### config.mk
export PLATFORM = sky130hd
export DESIGN_NAME = dp_port
export DESIGN_NICKNAME = d
export VERILOG_FILES = /design/src/rtl/dp_pkg.sv /design/src/rtl/dp_sync.sv /design/src/rtl/dp_shift.sv /design/src/rtl/dp_port.sv
export SDC_FILE = /design/constraint.sdc
export NUM_CORES = 1
export LEC_CHECK = 0
export BUFFER_PORTS_ARGS = -buffer_cell sky130_fd_sc_hd__buf_2
export CAP_MARGIN = 25
export CELL_PAD_IN_SITES_DETAIL_PLACEMENT = 0
export CELL_PAD_IN_SITES_GLOBAL_PLACEMENT = 1
export CORE_UTILIZATION = 30
export DETAILED_ROUTE_END_ITERATION = 8
export GPL_TIMING_DRIVEN = 0
export HOLD_SLACK_MARGIN = 0.06
export PLACE_DENSITY_LB_ADDON = 0.1
export SYNTH_ARGS = -nofsm -noshare
export SYNTH_HDL_FRONTEND = slang
export SYNTH_SLANG_ARGS = --single-unit
export TNS_END_PERCENT = 30
### constraint.sdc
create_clock -name clk -period 5.1 [get_ports clk]
set_clock_uncertainty 0.1 [all_clocks]
set_input_delay 0.51 -clock clk [delete_from_list [all_inputs] [get_ports clk]]
set_output_delay 0.51 -clock clk [all_outputs]
set_load 0.01 [all_outputs]
### src/rtl/dp_pkg.sv
// Shared constants and types for the debug link register select block
package dp_pkg;

  ////////////////////////////////////////////////////////////////////////////////
  // Link register addresses held by the address select register
  localparam logic [7:0] ADDR_IDENT     = 8'h00;  // Device identity, read only
  localparam logic [7:0] ADDR_REV       = 8'h01;  // Silicon revision, read only
  localparam logic [7:0] ADDR_PROG_CTL  = 8'h02;  // Programming control
  localparam logic [7:0] ADDR_PROG_DATA = 8'hAD;  // Programming data

  ////////////////////////////////////////////////////////////////////////////////
  // Reset values
  localparam logic [7:0] ADDR_SEL_RESET = 8'h00;  // Address select after reset
  localparam logic [7:0] PROG_CTL_RESET = 8'h00;  // Programming control after reset
  localparam logic [7:0] SHIFT_RESET    = 8'h00;  // Shift register after reset
  localparam logic [7:0] READ_NONE      = 8'h00;  // Unmapped or locked read value

  ////////////////////////////////////////////////////////////////////////////////
  // Unlock sequence written to the programming control register
  localparam logic [7:0] UNLOCK_FIRST  = 8'h02;  // First code
  localparam logic [7:0] UNLOCK_SECOND = 8'h01;  // Second code

  ////////////////////////////////////////////////////////////////////////////////
  // Flash command codes carried by the programming data register
  localparam logic [7:0] CMD_BLOCK_READ  = 8'h06;  // Block read
  localparam logic [7:0] CMD_BLOCK_WRITE = 8'h07;  // Block write
  localparam logic [7:0] CMD_PAGE_ERASE  = 8'h08;  // Page erase
  localparam logic [7:0] CMD_DEV_ERASE   = 8'h03;  // Full device erase

  ////////////////////////////////////////////////////////////////////////////////
  // Frame layout counts
  localparam logic [3:0] INSTR_LAST = 4'h1;  // Index of last instruction bit
  localparam logic [3:0] DATA_LAST  = 4'h7;  // Index of last data bit
  localparam logic [3:0] CNT_RESET  = 4'h0;  // Bit counter after reset

  ////////////////////////////////////////////////////////////////////////////////
  // Link instructions, sent least significant bit first
  typedef enum logic [1:0] {
    DP_INS_DATA_RD = 2'h0,  // Read register chosen by address select
    DP_INS_DATA_WR = 2'h1,  // Write register chosen by address select
    DP_INS_ADDR_RD = 2'h2,  // Read address select itself
    DP_INS_ADDR_WR = 2'h3   // Write address select itself
  } dp_instr_type;

  // Synchronised link pins
  typedef struct packed {
    logic clk_pin;   // Link clock level
    logic data_pin;  // Link data level
  } dp_pins_type;

  // A finished write frame
  typedef struct packed {
    dp_instr_type instr;  // Instruction of the frame
    logic [7:0]   data;   // Byte written
  } dp_link_op_type;

endpackage

### src/rtl/dp_sync.sv
// Two flip-flop synchroniser for the link pins
`timescale 1ns/1ps
module dp_sync (
  input  wire logic           clk,
  input  wire logic           sys_rst,
  input  wire dp_pkg::dp_pins_type pins_in,
  output dp_pkg::dp_pins_type      pins_out
);

  dp_pkg::dp_pins_type stage1;  // First stage, read only by the second

  ////////////////////////////////////////////////////////////////////////////////
  // Idle link reads as clock high, data high
  always_ff @(posedge clk or posedge sys_rst) begin
    if (sys_rst) begin
      stage1   <= '1;
      pins_out <= '1;
    end else begin
      stage1   <= pins_in;
      pins_out <= stage1;
    end
  end

endmodule

### src/rtl/dp_shift.sv
// Byte shift register, loads in parallel, shifts right with serial input
`timescale 1ns/1ps
module dp_shift (
  input  wire logic       clk,
  input  wire logic       sys_rst,
  input  wire logic       load,
  input  wire logic [7:0] load_value,
  input  wire logic       shift,
  input  wire logic       serial_in,
  output logic      [7:0] q
);

  ////////////////////////////////////////////////////////////////////////////////
  // Load wins over shift; bit 0 is the next bit out
  always_ff @(posedge clk or posedge sys_rst) begin
    if (sys_rst) begin
      q <= dp_pkg::SHIFT_RESET;
    end else if (load) begin
      q <= load_value;
    end else if (shift) begin
      q <= {serial_in, q[7:1]};
    end
  end

endmodule

### src/rtl/dp_port.sv
// Target side of the two-wire debug link with its register select set
//
// How it works
// [RULE_01] Host clock plus one shared data line
// [RULE_02] Eight-bit address select, reset zero, picks target
// [RULE_03] Address 0x00 reads the identity register
// [RULE_04] Address 0x01 reads the revision register
// [RULE_05] Address 0x02 reads and writes programming control
// [RULE_06] Address 0xAD reads and writes programming data
// [RULE_07] Identity is a fixed read-only code
// [RULE_08] Revision is a read-only revision code
// [RULE_09] Writing 0x02 then 0x01 unlocks programming
// [RULE_10] Unlock holds until system reset
// [RULE_11] These registers reachable only over the link
// [RULE_12] Data register carries commands 06 07 08 03
// [RULE_13] Host normally talks while device is halted
// [RULE_14] Writes to identity and revision are ignored
`timescale 1ns/1ps
module dp_port #(
  parameter logic [7:0] IDENT_CODE = 8'hA5,  // Arbitrary value
  parameter logic [7:0] REV_CODE   = 8'h00   // Arbitrary value
) (
  input  wire logic       clk,
  input  wire logic       sys_rst,
  input  wire logic       link_clock_pin,
  input  wire logic       link_data_pin_in,
  output logic            link_data_pin_out,
  output logic            link_data_pin_oe_n,
  input  wire logic [7:0] prog_data_rd_byte,
  output logic            prog_data_rd_strobe,
  output logic            prog_data_wr_valid,
  output logic      [7:0] prog_data_wr_byte,
  output logic            prog_data_cmd_valid,
  output logic            prog_enabled,
  output logic      [7:0] link_address_select,
  output logic      [7:0] flash_prog_control
);

  ////////////////////////////////////////////////////////////////////////////////
  // Declarations
  typedef enum logic [2:0] {ST_IDLE, ST_INSTR, ST_WDATA, ST_RDATA, ST_RELEASE} dp_state_type;
  typedef enum logic [1:0] {UL_LOCKED, UL_FIRST, UL_OPEN} dp_unlock_type;

  dp_pkg::dp_pins_type    pins_raw;    // Raw pins
  dp_pkg::dp_pins_type    pins;        // Synchronised pins
  logic                   clk_prev;    // Last synced clock level
  logic                   link_rise;   // Link clock rising edge seen
  logic                   link_fall;   // Link clock falling edge seen
  dp_state_type           state;       // Frame state
  dp_unlock_type          unlock;      // Unlock sequence state
  logic             [3:0] bit_cnt;     // Bit index in the current field
  logic             [1:0] instr_bits;  // Instruction shift
  dp_pkg::dp_instr_type   instr;       // Instruction once complete
  logic             [7:0] shreg;       // Data shift register
  logic             [7:0] rd_value;    // Byte a read frame returns
  logic                   rd_load;     // Load read byte into shifter
  logic                   wr_fire;     // Last write bit taken
  dp_pkg::dp_link_op_type op;          // Write frame being finished
  logic                   ctl_wr;      // Write to programming control
  logic                   dat_wr;      // Write to programming data
  logic                   cmd_known;   // Written byte is a flash command

  ////////////////////////////////////////////////////////////////////////////////
  // Pin synchronisers and edge finding on the sampled link clock [RULE_01]
  assign pins_raw.clk_pin  = link_clock_pin;
  assign pins_raw.data_pin = link_data_pin_in;

  dp_sync u_sync (
    .clk      (clk),
    .sys_rst  (sys_rst),
    .pins_in  (pins_raw),
    .pins_out (pins)
  );

  // Previous clock level, reset to the idle high level
  always_ff @(posedge clk or posedge sys_rst) begin
    if (sys_rst) begin
      clk_prev <= 1'b1;
    end else begin
      clk_prev <= pins.clk_pin;
    end
  end

  assign link_rise = pins.clk_pin & ~clk_prev;
  assign link_fall = ~pins.clk_pin & clk_prev;

  ////////////////////////////////////////////////////////////////////////////////
  // Decode of the finished frame
  assign instr   = dp_pkg::dp_instr_type'({pins.data_pin, instr_bits[1]});
  assign wr_fire = (state == ST_WDATA) && link_rise && (bit_cnt == dp_pkg::DATA_LAST);
  assign rd_load = (state == ST_INSTR) && link_rise && (bit_cnt == dp_pkg::INSTR_LAST)
                   && ((instr == dp_pkg::DP_INS_DATA_RD) || (instr == dp_pkg::DP_INS_ADDR_RD));
  assign op.instr = dp_pkg::dp_instr_type'(instr_bits);
  assign op.data  = {pins.data_pin, shreg[7:1]};
  // Identity and revision addresses decode to no write at all
  assign ctl_wr = wr_fire && (op.instr == dp_pkg::DP_INS_DATA_WR)
                  && (link_address_select == dp_pkg::ADDR_PROG_CTL);  // RULE_14
  assign dat_wr = wr_fire && (op.instr == dp_pkg::DP_INS_DATA_WR)
                  && (link_address_select == dp_pkg::ADDR_PROG_DATA);
  assign cmd_known = (op.data == dp_pkg::CMD_BLOCK_READ) || (op.data == dp_pkg::CMD_BLOCK_WRITE)
                  || (op.data == dp_pkg::CMD_PAGE_ERASE) || (op.data == dp_pkg::CMD_DEV_ERASE);

  ////////////////////////////////////////////////////////////////////////////////
  // Read selection; only the link reaches these registers [RULE_11]
  always_comb begin
    rd_value = dp_pkg::READ_NONE;
    if (instr == dp_pkg::DP_INS_ADDR_RD) begin
      rd_value = link_address_select;  // RULE_02
    end else begin
      unique case (link_address_select)
        dp_pkg::ADDR_IDENT:     rd_value = IDENT_CODE;          // RULE_03 RULE_07
        dp_pkg::ADDR_REV:       rd_value = REV_CODE;            // RULE_04 RULE_08
        dp_pkg::ADDR_PROG_CTL:  rd_value = flash_prog_control;  // RULE_05
        // Flash side data only shows once programming is open
        dp_pkg::ADDR_PROG_DATA: rd_value = prog_enabled ? prog_data_rd_byte
                                                        : dp_pkg::READ_NONE;  // RULE_06
        default:                rd_value = dp_pkg::READ_NONE;
      endcase
    end
  end

  ////////////////////////////////////////////////////////////////////////////////
  // Shared shift register: writes shift in, reads load and shift out
  dp_shift u_shift (
    .clk        (clk),
    .sys_rst    (sys_rst),
    .load       (rd_load),
    .load_value (rd_value),
    .shift      (((state == ST_WDATA) || (state == ST_RDATA)) && link_rise),
    .serial_in  (pins.data_pin),
    .q          (shreg)
  );

  ////////////////////////////////////////////////////////////////////////////////
  // Frame state machine; the host samples on rise, we change data on fall
  always_ff @(posedge clk or posedge sys_rst) begin
    if (sys_rst) begin
      state      <= ST_IDLE;
      bit_cnt    <= dp_pkg::CNT_RESET;
      instr_bits <= 2'h0;
    end else begin
      unique case (state)
        // Start bit: data low at a rising edge
        ST_IDLE: begin
          if (link_rise && !pins.data_pin) begin
            state   <= ST_INSTR;
            bit_cnt <= dp_pkg::CNT_RESET;
          end
        end
        // Two instruction bits, least significant first
        ST_INSTR: begin
          if (link_rise) begin
            instr_bits <= {pins.data_pin, instr_bits[1]};
            bit_cnt    <= bit_cnt + 4'h1;
            if (bit_cnt == dp_pkg::INSTR_LAST) begin
              bit_cnt <= dp_pkg::CNT_RESET;
              state   <= rd_load ? ST_RDATA : ST_WDATA;
            end
          end
        end
        // Eight host bits, then back to idle
        ST_WDATA: begin
          if (link_rise) begin
            bit_cnt <= bit_cnt + 4'h1;
            if (bit_cnt == dp_pkg::DATA_LAST) begin
              state <= ST_IDLE;
            end
          end
        end
        // Eight device bits; the last rise hands over to release
        ST_RDATA: begin
          if (link_rise) begin
            bit_cnt <= bit_cnt + 4'h1;
            if (bit_cnt == dp_pkg::DATA_LAST) begin
              state <= ST_RELEASE;
            end
          end
        end
        // Hold the last bit until the next fall so the host sees it settled
        ST_RELEASE: begin
          if (link_fall) begin
            state <= ST_IDLE;
          end
        end
      endcase
    end
  end

  ////////////////////////////////////////////////////////////////////////////////
  // Data pin driver; driven only inside a read field [RULE_01]
  always_ff @(posedge clk or posedge sys_rst) begin
    if (sys_rst) begin
      link_data_pin_out  <= 1'b1;
      link_data_pin_oe_n <= 1'b1;
    end else if (state == ST_RDATA && link_fall) begin
      link_data_pin_out  <= shreg[0];
      link_data_pin_oe_n <= 1'b0;
    end else if (state == ST_RELEASE && link_fall) begin
      link_data_pin_out  <= 1'b1;
      link_data_pin_oe_n <= 1'b1;
    end
  end

  ////////////////////////////////////////////////////////////////////////////////
  // Address select register
  always_ff @(posedge clk or posedge sys_rst) begin
    if (sys_rst) begin
      link_address_select <= dp_pkg::ADDR_SEL_RESET;
    end else if (wr_fire && op.instr == dp_pkg::DP_INS_ADDR_WR) begin
      link_address_select <= op.data;  // RULE_02
    end
  end

  ////////////////////////////////////////////////////////////////////////////////
  // Programming control register
  always_ff @(posedge clk or posedge sys_rst) begin
    if (sys_rst) begin
      flash_prog_control <= dp_pkg::PROG_CTL_RESET;
    end else if (ctl_wr) begin
      flash_prog_control <= op.data;  // RULE_05
    end
  end

  ////////////////////////////////////////////////////////////////////////////////
  // Unlock sequence; a wrong code restarts it, and open is left only by reset
  always_ff @(posedge clk or posedge sys_rst) begin
    if (sys_rst) begin
      unlock       <= UL_LOCKED;
      prog_enabled <= 1'b0;
    end else begin
      unique case (unlock)
        UL_LOCKED: begin
          if (ctl_wr && op.data == dp_pkg::UNLOCK_FIRST) begin
            unlock <= UL_FIRST;  // RULE_09
          end
        end
        UL_FIRST: begin
          if (ctl_wr && op.data == dp_pkg::UNLOCK_SECOND) begin
            unlock       <= UL_OPEN;  // RULE_09
            prog_enabled <= 1'b1;
          end else if (ctl_wr && op.data != dp_pkg::UNLOCK_FIRST) begin
            unlock <= UL_LOCKED;
          end
        end
        // No exit: the host must reset the system to resume normal work
        UL_OPEN: begin
          prog_enabled <= 1'b1;  // RULE_10
        end
      endcase
    end
  end

  ////////////////////////////////////////////////////////////////////////////////
  // Programming data traffic towards the flash engine
  always_ff @(posedge clk or posedge sys_rst) begin
    if (sys_rst) begin
      prog_data_wr_valid  <= 1'b0;
      prog_data_wr_byte   <= dp_pkg::SHIFT_RESET;
      prog_data_cmd_valid <= 1'b0;
      prog_data_rd_strobe <= 1'b0;
    end else begin
      // Locked writes are dropped so a stray host cannot reach the flash
      prog_data_wr_valid  <= dat_wr && prog_enabled;              // RULE_06
      prog_data_cmd_valid <= dat_wr && prog_enabled && cmd_known;  // RULE_12
      prog_data_rd_strobe <= rd_load && prog_enabled
                             && instr == dp_pkg::DP_INS_DATA_RD
                             && link_address_select == dp_pkg::ADDR_PROG_DATA;
      if (dat_wr && prog_enabled) begin
        prog_data_wr_byte <= op.data;
      end
    end
  end
endmodule

### After elaboration in Yosys (flattened, before gate mapping)

Index checks and enable logic that the tools add are counted.

| operators by class | value |
|---|---|
| mux-type cells | 29 |
| div/mod/pow operators | 0 |
| add/sub/neg operators | 1 |
| equality and inequality tests | 32 |
| bitwise gates (word level) | 4 |
| reductions and logical operators | 42 |
| shifts and indexed selects | 0 |
| multipliers | 0 |
| order comparisons | 0 |

Operator list:

| operator | count |
|---|---|
| 8-bit 2-to-1 mux | 4 |
| 8-bit by 2-bit equality test with 1-bit output (second input constant) | 3 |
| 3-bit 2-to-1 mux | 8 |
| 8-bit case mux with 3 select lines | 1 |
| 1-bit logical AND | 21 |
| 8-bit by 3-bit equality test with 1-bit output (second input constant) | 2 |
| 4-bit 2-to-1 mux | 4 |
| 3-bit case mux with 5 select lines | 1 |
| 2-bit != test (second input constant) | 7 |
| 4-bit case mux with 3 select lines | 1 |
| 8-bit by 1-bit equality test with 1-bit output (second input constant) | 1 |
| 8-bit by 4-bit equality test with 1-bit output (second input constant) | 1 |
| 8-bit equality test (second input constant) | 1 |
| 8-bit zero test | 1 |
| 2-bit by 1-bit != test with 1-bit output (second input constant) | 4 |
| 8-bit by 2-bit != test with 1-bit output (second input constant) | 1 |
| 8-bit AND reduction | 1 |
| 2-bit nonzero test | 4 |
| 2-bit equality test (second input constant) | 3 |
| 3-bit by 2-bit equality test with 1-bit output (second input constant) | 2 |
| 2-bit 2-to-1 mux | 3 |
| 1-bit logical OR | 5 |
| 1-bit 2-to-1 mux | 5 |
| 4-bit by 1-bit adder with 4-bit output (second input constant) | 1 |
| other kinds (18) | 23 |

| word-level totals | value |
|---|---|
| ROM bits | 0 |
| output and inout bits | 30 |
| logic and storage cells | 127 |
| bits in latches | 0 |
| input bits | 12 |
| register bits after elaboration | 54 |
| memories | 0 |
| RAM bits | 0 |

### Logic depth before layout (Yosys ltp)

| logic depth | value |
|---|---|
| depth in word-level cells | 10 |
| gate-level depth with buffers | 7 |
| gate-level depth less buffers | 6 |

### Hierarchy

From an unflattened synthesis, not the netlist that was laid out.

| second synthesis, totals | value |
|---|---|
| cell total of the unflattened synthesis | 229 |
| area, all modules | 2692.6 µm² |

Modules (own cells, without submodules):

| module | cells an instance | seq. area each (µm²) | instances | area an instance (µm²) |
|---|---|---|---|---|
| dp_port | 189 | 1054.8 | 1 | 2207.1 |
| dp_shift | 35 | 200.2 | 1 | 376.6 |
| dp_sync | 5 | 105.1 | 1 | 108.9 |

### Worst setup path before layout

OpenSTA, ideal clock, no wires.

| path | value |
|---|---|
| path kind | register to register |
| from | register u_sync.pins_out[1] in the netlist's numbering |
| to | register flash_prog_control[0] |
| data required time | 4.875 ns |
| clock period less this slack | 1.838 ns |
| stages on the path, launching flop included | 6 |
| library setup time | 0.125 ns |
| arrival time | 1.614 ns |
| setup slack | 3.262 ns |
| buffers on the path | 1 |
| cells stage by stage | dfstp_2 > nand4bb_1 > buf_4 > nor4_4 > nand3_2 > mux2_2 |

| between the ends | value |
|---|---|
| word-level cells in the longest chain between the ends | 5 |

RTL lines:

| item | RTL line | text |
|---|---|---|
| start, declared | dp_sync.sv:7 | `output dp_pkg::dp_pins_type pins_out` |
| start signal, assigned | dp_sync.sv:20 | `pins_out <= stage1;` |
| 1-bit AND | dp_port.sv:84 | `assign link_rise = pins.clk_pin & ~clk_prev;` |
| 1-bit logical AND (2 in a row) | dp_port.sv:90 | `assign wr_fire = (state == ST_WDATA) && link_rise && (bit_cnt == dp_pkg::DATA_LAST);` |
| 1-bit logical AND | dp_port.sv:96 | `assign ctl_wr = wr_fire && (op.instr == dp_pkg::DP_INS_DATA_WR)` |
| 1-bit logical AND | dp_port.sv:97 | `&& (link_address_select == dp_pkg::ADDR_PROG_CTL);` |
| end signal, assigned | dp_port.sv:218 | `flash_prog_control <= dp_pkg::PROG_CTL_RESET;` |
| end signal, assigned | dp_port.sv:220 | `flash_prog_control <= op.data;` |
| end, declared | dp_port.sv:36 | `output logic [7:0] flash_prog_control` |

Every way passes these cells.
A chain may end at the register's enable or synchronous reset.

### Worst setup path after layout

| path | value |
|---|---|
| from | register bit_cnt[1] |
| to | register u_shift.q[5] |

| between the ends | value |
|---|---|
| word-level cells in the longest chain between the ends | 4 |
| elaborated cells on any way between the ends | 5 |
| those cells by class | eq/ne (1); mux (1); reduce/logical (3) |

RTL lines:

| item | RTL line | text |
|---|---|---|
| start, declared | dp_port.sv:51 | `logic [3:0] bit_cnt;` |
| start signal, assigned | dp_port.sv:139 | `bit_cnt <= dp_pkg::CNT_RESET;` |
| start signal, assigned | dp_port.sv:147 | `bit_cnt <= dp_pkg::CNT_RESET;` |
| start signal, assigned | dp_port.sv:154 | `bit_cnt <= bit_cnt + 4'h1;` |
| 4-bit by 1-bit equality test with 1-bit output * | dp_port.sv:91 | `assign rd_load = (state == ST_INSTR) && link_rise && (bit_cnt == dp_pkg::INSTR_LAST)` |
| 1-bit logical AND * | dp_port.sv:91 |  |
| 1-bit logical AND * | dp_port.sv:92 | `&& ((instr == dp_pkg::DP_INS_DATA_RD) \|\| (instr == dp_pkg::DP_INS_ADDR_RD));` |
| 8-bit 2-to-1 mux / 2-bit nonzero test (equally long branches) | n/a |  |
| end signal, assigned | dp_shift.sv:17 | `q <= dp_pkg::SHIFT_RESET;` |
| end signal, assigned | dp_shift.sv:19 | `q <= load_value;` |
| end signal, assigned | dp_shift.sv:21 | `q <= {serial_in, q[7:1]};` |
| end, declared | dp_shift.sv:10 | `output logic [7:0] q` |

Mark *: on every way between the ends. The rest lies on a longest branch, timed or not.

==> impl_metrics.json <==
{
  "synth_area_per_cell_sq_um": 11.2,
  "max_cap_viol_count": 0,
  "crit_family": "compound AO/OA/AOI/OAI gates",
  "pwr-share-seq_pct": 53.3,
  "met3_length_um": 140,
  "p_clk_share_pct": 22.2,
  "finalCritPeriodShare_pct": 45.2,
  "cts_hold_buf": 0,
  "synth_area_sq_um": 2690,
  "die_h_um": 96.6,
  "drive_gt1_share_pct": 36.9,
  "postCtsSetupBuffers": 0,
  "p_int_mw": 0.741,
  "fin_util_pct": 36.1,
  "path_max_fanout": 9,
  "drt_pre_antenna_iters": 4,
  "num_rows": 34,
  "worst-setup-path-type": "reg -> reg",
  "portBuffers": 41,
  "dp_cells": 390,
  "syn-num-nets": 254,
  "hold_viol_final": 0,
  "slew_headroom_pct": 51.2,
  "status": "completed",
  "via_count": 2054,
  "sw_frac_of_total_pct": 34.5,
  "post_drt_wl_per_cell_um": 17.2,
  "ys_ff_latch": 54,
  "worstSkewPairLatency_ns": 0.31,
  "routed-wl-met2_mm": 3.39,
  "place_congestion": 0.734,
  "dominantRegCellSynth": "dfrtp_1",
  "crit_chain": "inv_1 > ha_1 > nor4b_1 > nand4_1 > a211oi_1 > a211o_2",
  "setup_viol": 0,
  "report.final.slew_viol_count": 0,
  "critPathBufInv": 1,
  "diodes": 0,
  "ios": 42,
  "dr.max_layer_used": "met4",
  "track_usage_pct": 15.5,
  "cts_made_buffers": 5,
  "powerDensity_nw_per_um2": 361,
  "worstPathArrival_ns": 2.46,
  "cts.clk_slew.worst_paths_ns": 0.09,
  "fp.dieArea_sq_um": 9330,
  "power.leakage_nw": 1.49,
  "antenna_found_initial": 0,
  "drc": 0,
  "synth-seq-area-share_pct": 50.7,
  "crit_required_ns": 5.25,
  "clk_root_buffer_cell": "clkbuf_8",
  "grt_pass1_vias": 2123,
  "cts-resized-gates": 0,
  "drtAntennaViolNets": 0,
  "fin_tns_setup_ns": 0,
  "slowest_stage": "a211oi_1",
  "ir_drop_v": 0.000133,
  "htree_levels": 2,
  "synth_cell_types": 49,
  "initial_core_util_pct": 30.9,
  "async_flop_share_pct": 100,
  "cts_buffer_depth": 2,
  "cts_tree": "yes",
  "grt_pass1_wl_mm": 11.4,
  "p_switching_mw": 0.391,
  "area_delta_synth_final_pct": 16.8,
  "fin_nets": 303,
  "vias_per_cell": 5.16,
  "dp_hpwl_mm": 4.82,
  "grt_max_degree": 33,
  "fp.dieW_um": 96.6,
  "routed_wl_mm": 6.86,
  "crit_path_max_incr_delay_ns": 0.61,
  "final_cells": 398,
  "syn_inst": 240,
  "tightestPinTransition_ns": 0.730,
  "start_kind": "register",
  "hp-class": "in -> reg",
  "crit_path_end_kind": "register",
  "min_period_ns": 2.31,
  "synth-edff-count": 0,
  "cts_sinks": 54,
  "core_sq_um": 8680,
  "ys_warn_count": 0,
  "rsz0062_at_grt": "no",
  "gr-total-overflow": 0,
  "fmax_ghz": 0.434,
  "first_iter_violations": 72,
  "drt-met1-wl_mm": 3.18,
  "p_comb_share_pct": 24.6
}
-- flip-flops by register name (all words and copies together), names as in the netlist, 2 cells and up --
name / cells
flash_prog_control: 8
unlock: 2
link_address_select: 8
bit_cnt: 4
u_shift.q: 8
u_sync.pins_out: 2
state: 3
u_sync.stage1: 2
instr_bits: 2
prog_data_wr_byte: 8
-- stage by stage --
| step | area [sq um] | hold slack (ns) | total power, mW | setup WS (ns) |
|---|---|---|---|---|
| global placement | 3030 | 0.248 | 0.892 | 2.31 |
| detailed placement | 3050 | 0.247 | 0.894 | 2.82 |
| finish | 3140 | 0.190 | 1.13 | 2.79 |
| floorplan | 2690 | 0.245 | 0.790 | 3.19 |
| global route | 3140 | 0.160 | 1.21 | 2.52 |
| CTS | 3140 | 0.175 | 1.15 | 2.79 |
-- cells in the final DEF (no fill, tap or decap), types with 2 or more instances in the layout --
cell type / instances
nor2_1: 15
ha_1: 2
nand4b_1: 3
mux2_2: 26
nand3_1: 8
buf_4: 2
nor4_4: 2
o2bb2ai_1: 4
dfstp_2: 7
nand4_1: 6
dfrtp_1: 47
nor3b_1: 2
nand3b_1: 2
a21oi_1: 12
clkbuf_1: 5
nor4_1: 3
clkbuf_8: 6
a21boi_0: 4
a221o_2: 4
o21ai_0: 8
nand2_1: 17
o22ai_1: 4
o211ai_1: 2
nor3_1: 6
inv_1: 7
nand2b_1: 5
buf_6: 2
a211o_2: 4
a22o_1: 2
nor2b_1: 8
buf_2: 43
-- cells in the mapped netlist (4+ instances only) --
cell type	instances	area, sq um
a21oi_1	12	60.1
nor2b_1	8	50.1
nand2_1	17	63.8
nand2b_1	5	31.3
nand4_1	6	37.5
nand3_1	8	40.0
o21ai_0	8	40.0
o2bb2ai_1	4	35.0
nor3_1	6	30.0
a221o_2	4	45.0
inv_1	8	30.0
a211o_2	4	40.0
dfstp_2	7	184
dfrtp_1	47	1180
nor2_1	15	56.3
o22ai_1	4	25.0
a21boi_0	4	30.0
clkbuf_1	4	15.0
mux2_2	26	293
-- worst paths after layout --
kind	from	endpoint	slack, ns	cells past startpoint
max	bit_cnt[1]$_DFFE_PP0P_	u_shift.q[5]$_DFFE_PP0P_	2.79	6
min	link_clock_pin	u_sync.stage1[1]$_DFF_PP1_	0.19	1
max reg2reg	bit_cnt[1]$_DFFE_PP0P_	u_shift.q[5]$_DFFE_PP0P_	2.79	6
min reg2reg	u_sync.stage1[0]$_DFF_PP1_	u_sync.pins_out[0]$_DFF_PP1_	0.26	0
max in group asynchronous	sys_rst	link_address_select[3]$_DFFE_PP0P_	4.11	3
min in group asynchronous	sys_rst	prog_data_wr_byte[4]$_DFFE_PP0P_	0.22	2
-- per-layer routing --
layer / up-vias / GRT usage, %
li1: 980 / -
met1: 1034 / 19.8
met2: 27 / 26.0
met3: 13 / 2.75
met4: 0 / 5.63
met5: - / 0
-- kinds of logic after synthesis --
group | after synthesis | synth area share (%)
buffers and inverters | 18 | 3.45
adder cells (fa/ha/maj) | 2 | 0.932
flip-flops | 54 | 50.7
AND/OR/NAND/NOR | 89 | 20.4
multiplexers | 27 | 11.3
AO/OA/AOI/OAI | 50 | 13.3
-- power by group through the flow --
stage / registers [mW] / clock network, mW / logic (mW)
2_1_floorplan: 0.570 / 0 / 0.221
3_3_place_gp: 0.614 / 0 / 0.277
3_5_place_dp: 0.612 / 0 / 0.282
4_1_cts: 0.605 / 0.266 / 0.283
5_1_grt: 0.616 / 0.280 / 0.316
6_report: 0.603 / 0.251 / 0.278
-- cell type report --
| class | count | area (sq um) |
|---|---|---|
| clock buffer | 7 | 86.3 |
| buffer | 10 | 62.6 |
| clock inverter | 1 | 5.00 |
| timing repair buffer | 42 | 225 |
| tap | 108 | 135 |
| fill | 922 | 5540 |
| sequential | 54 | 1360 |
| multi-input combinational | 168 | 1230 |
| inverter | 8 | 30.0 |
Note: power is estimated with default switching activity, not from simulation.
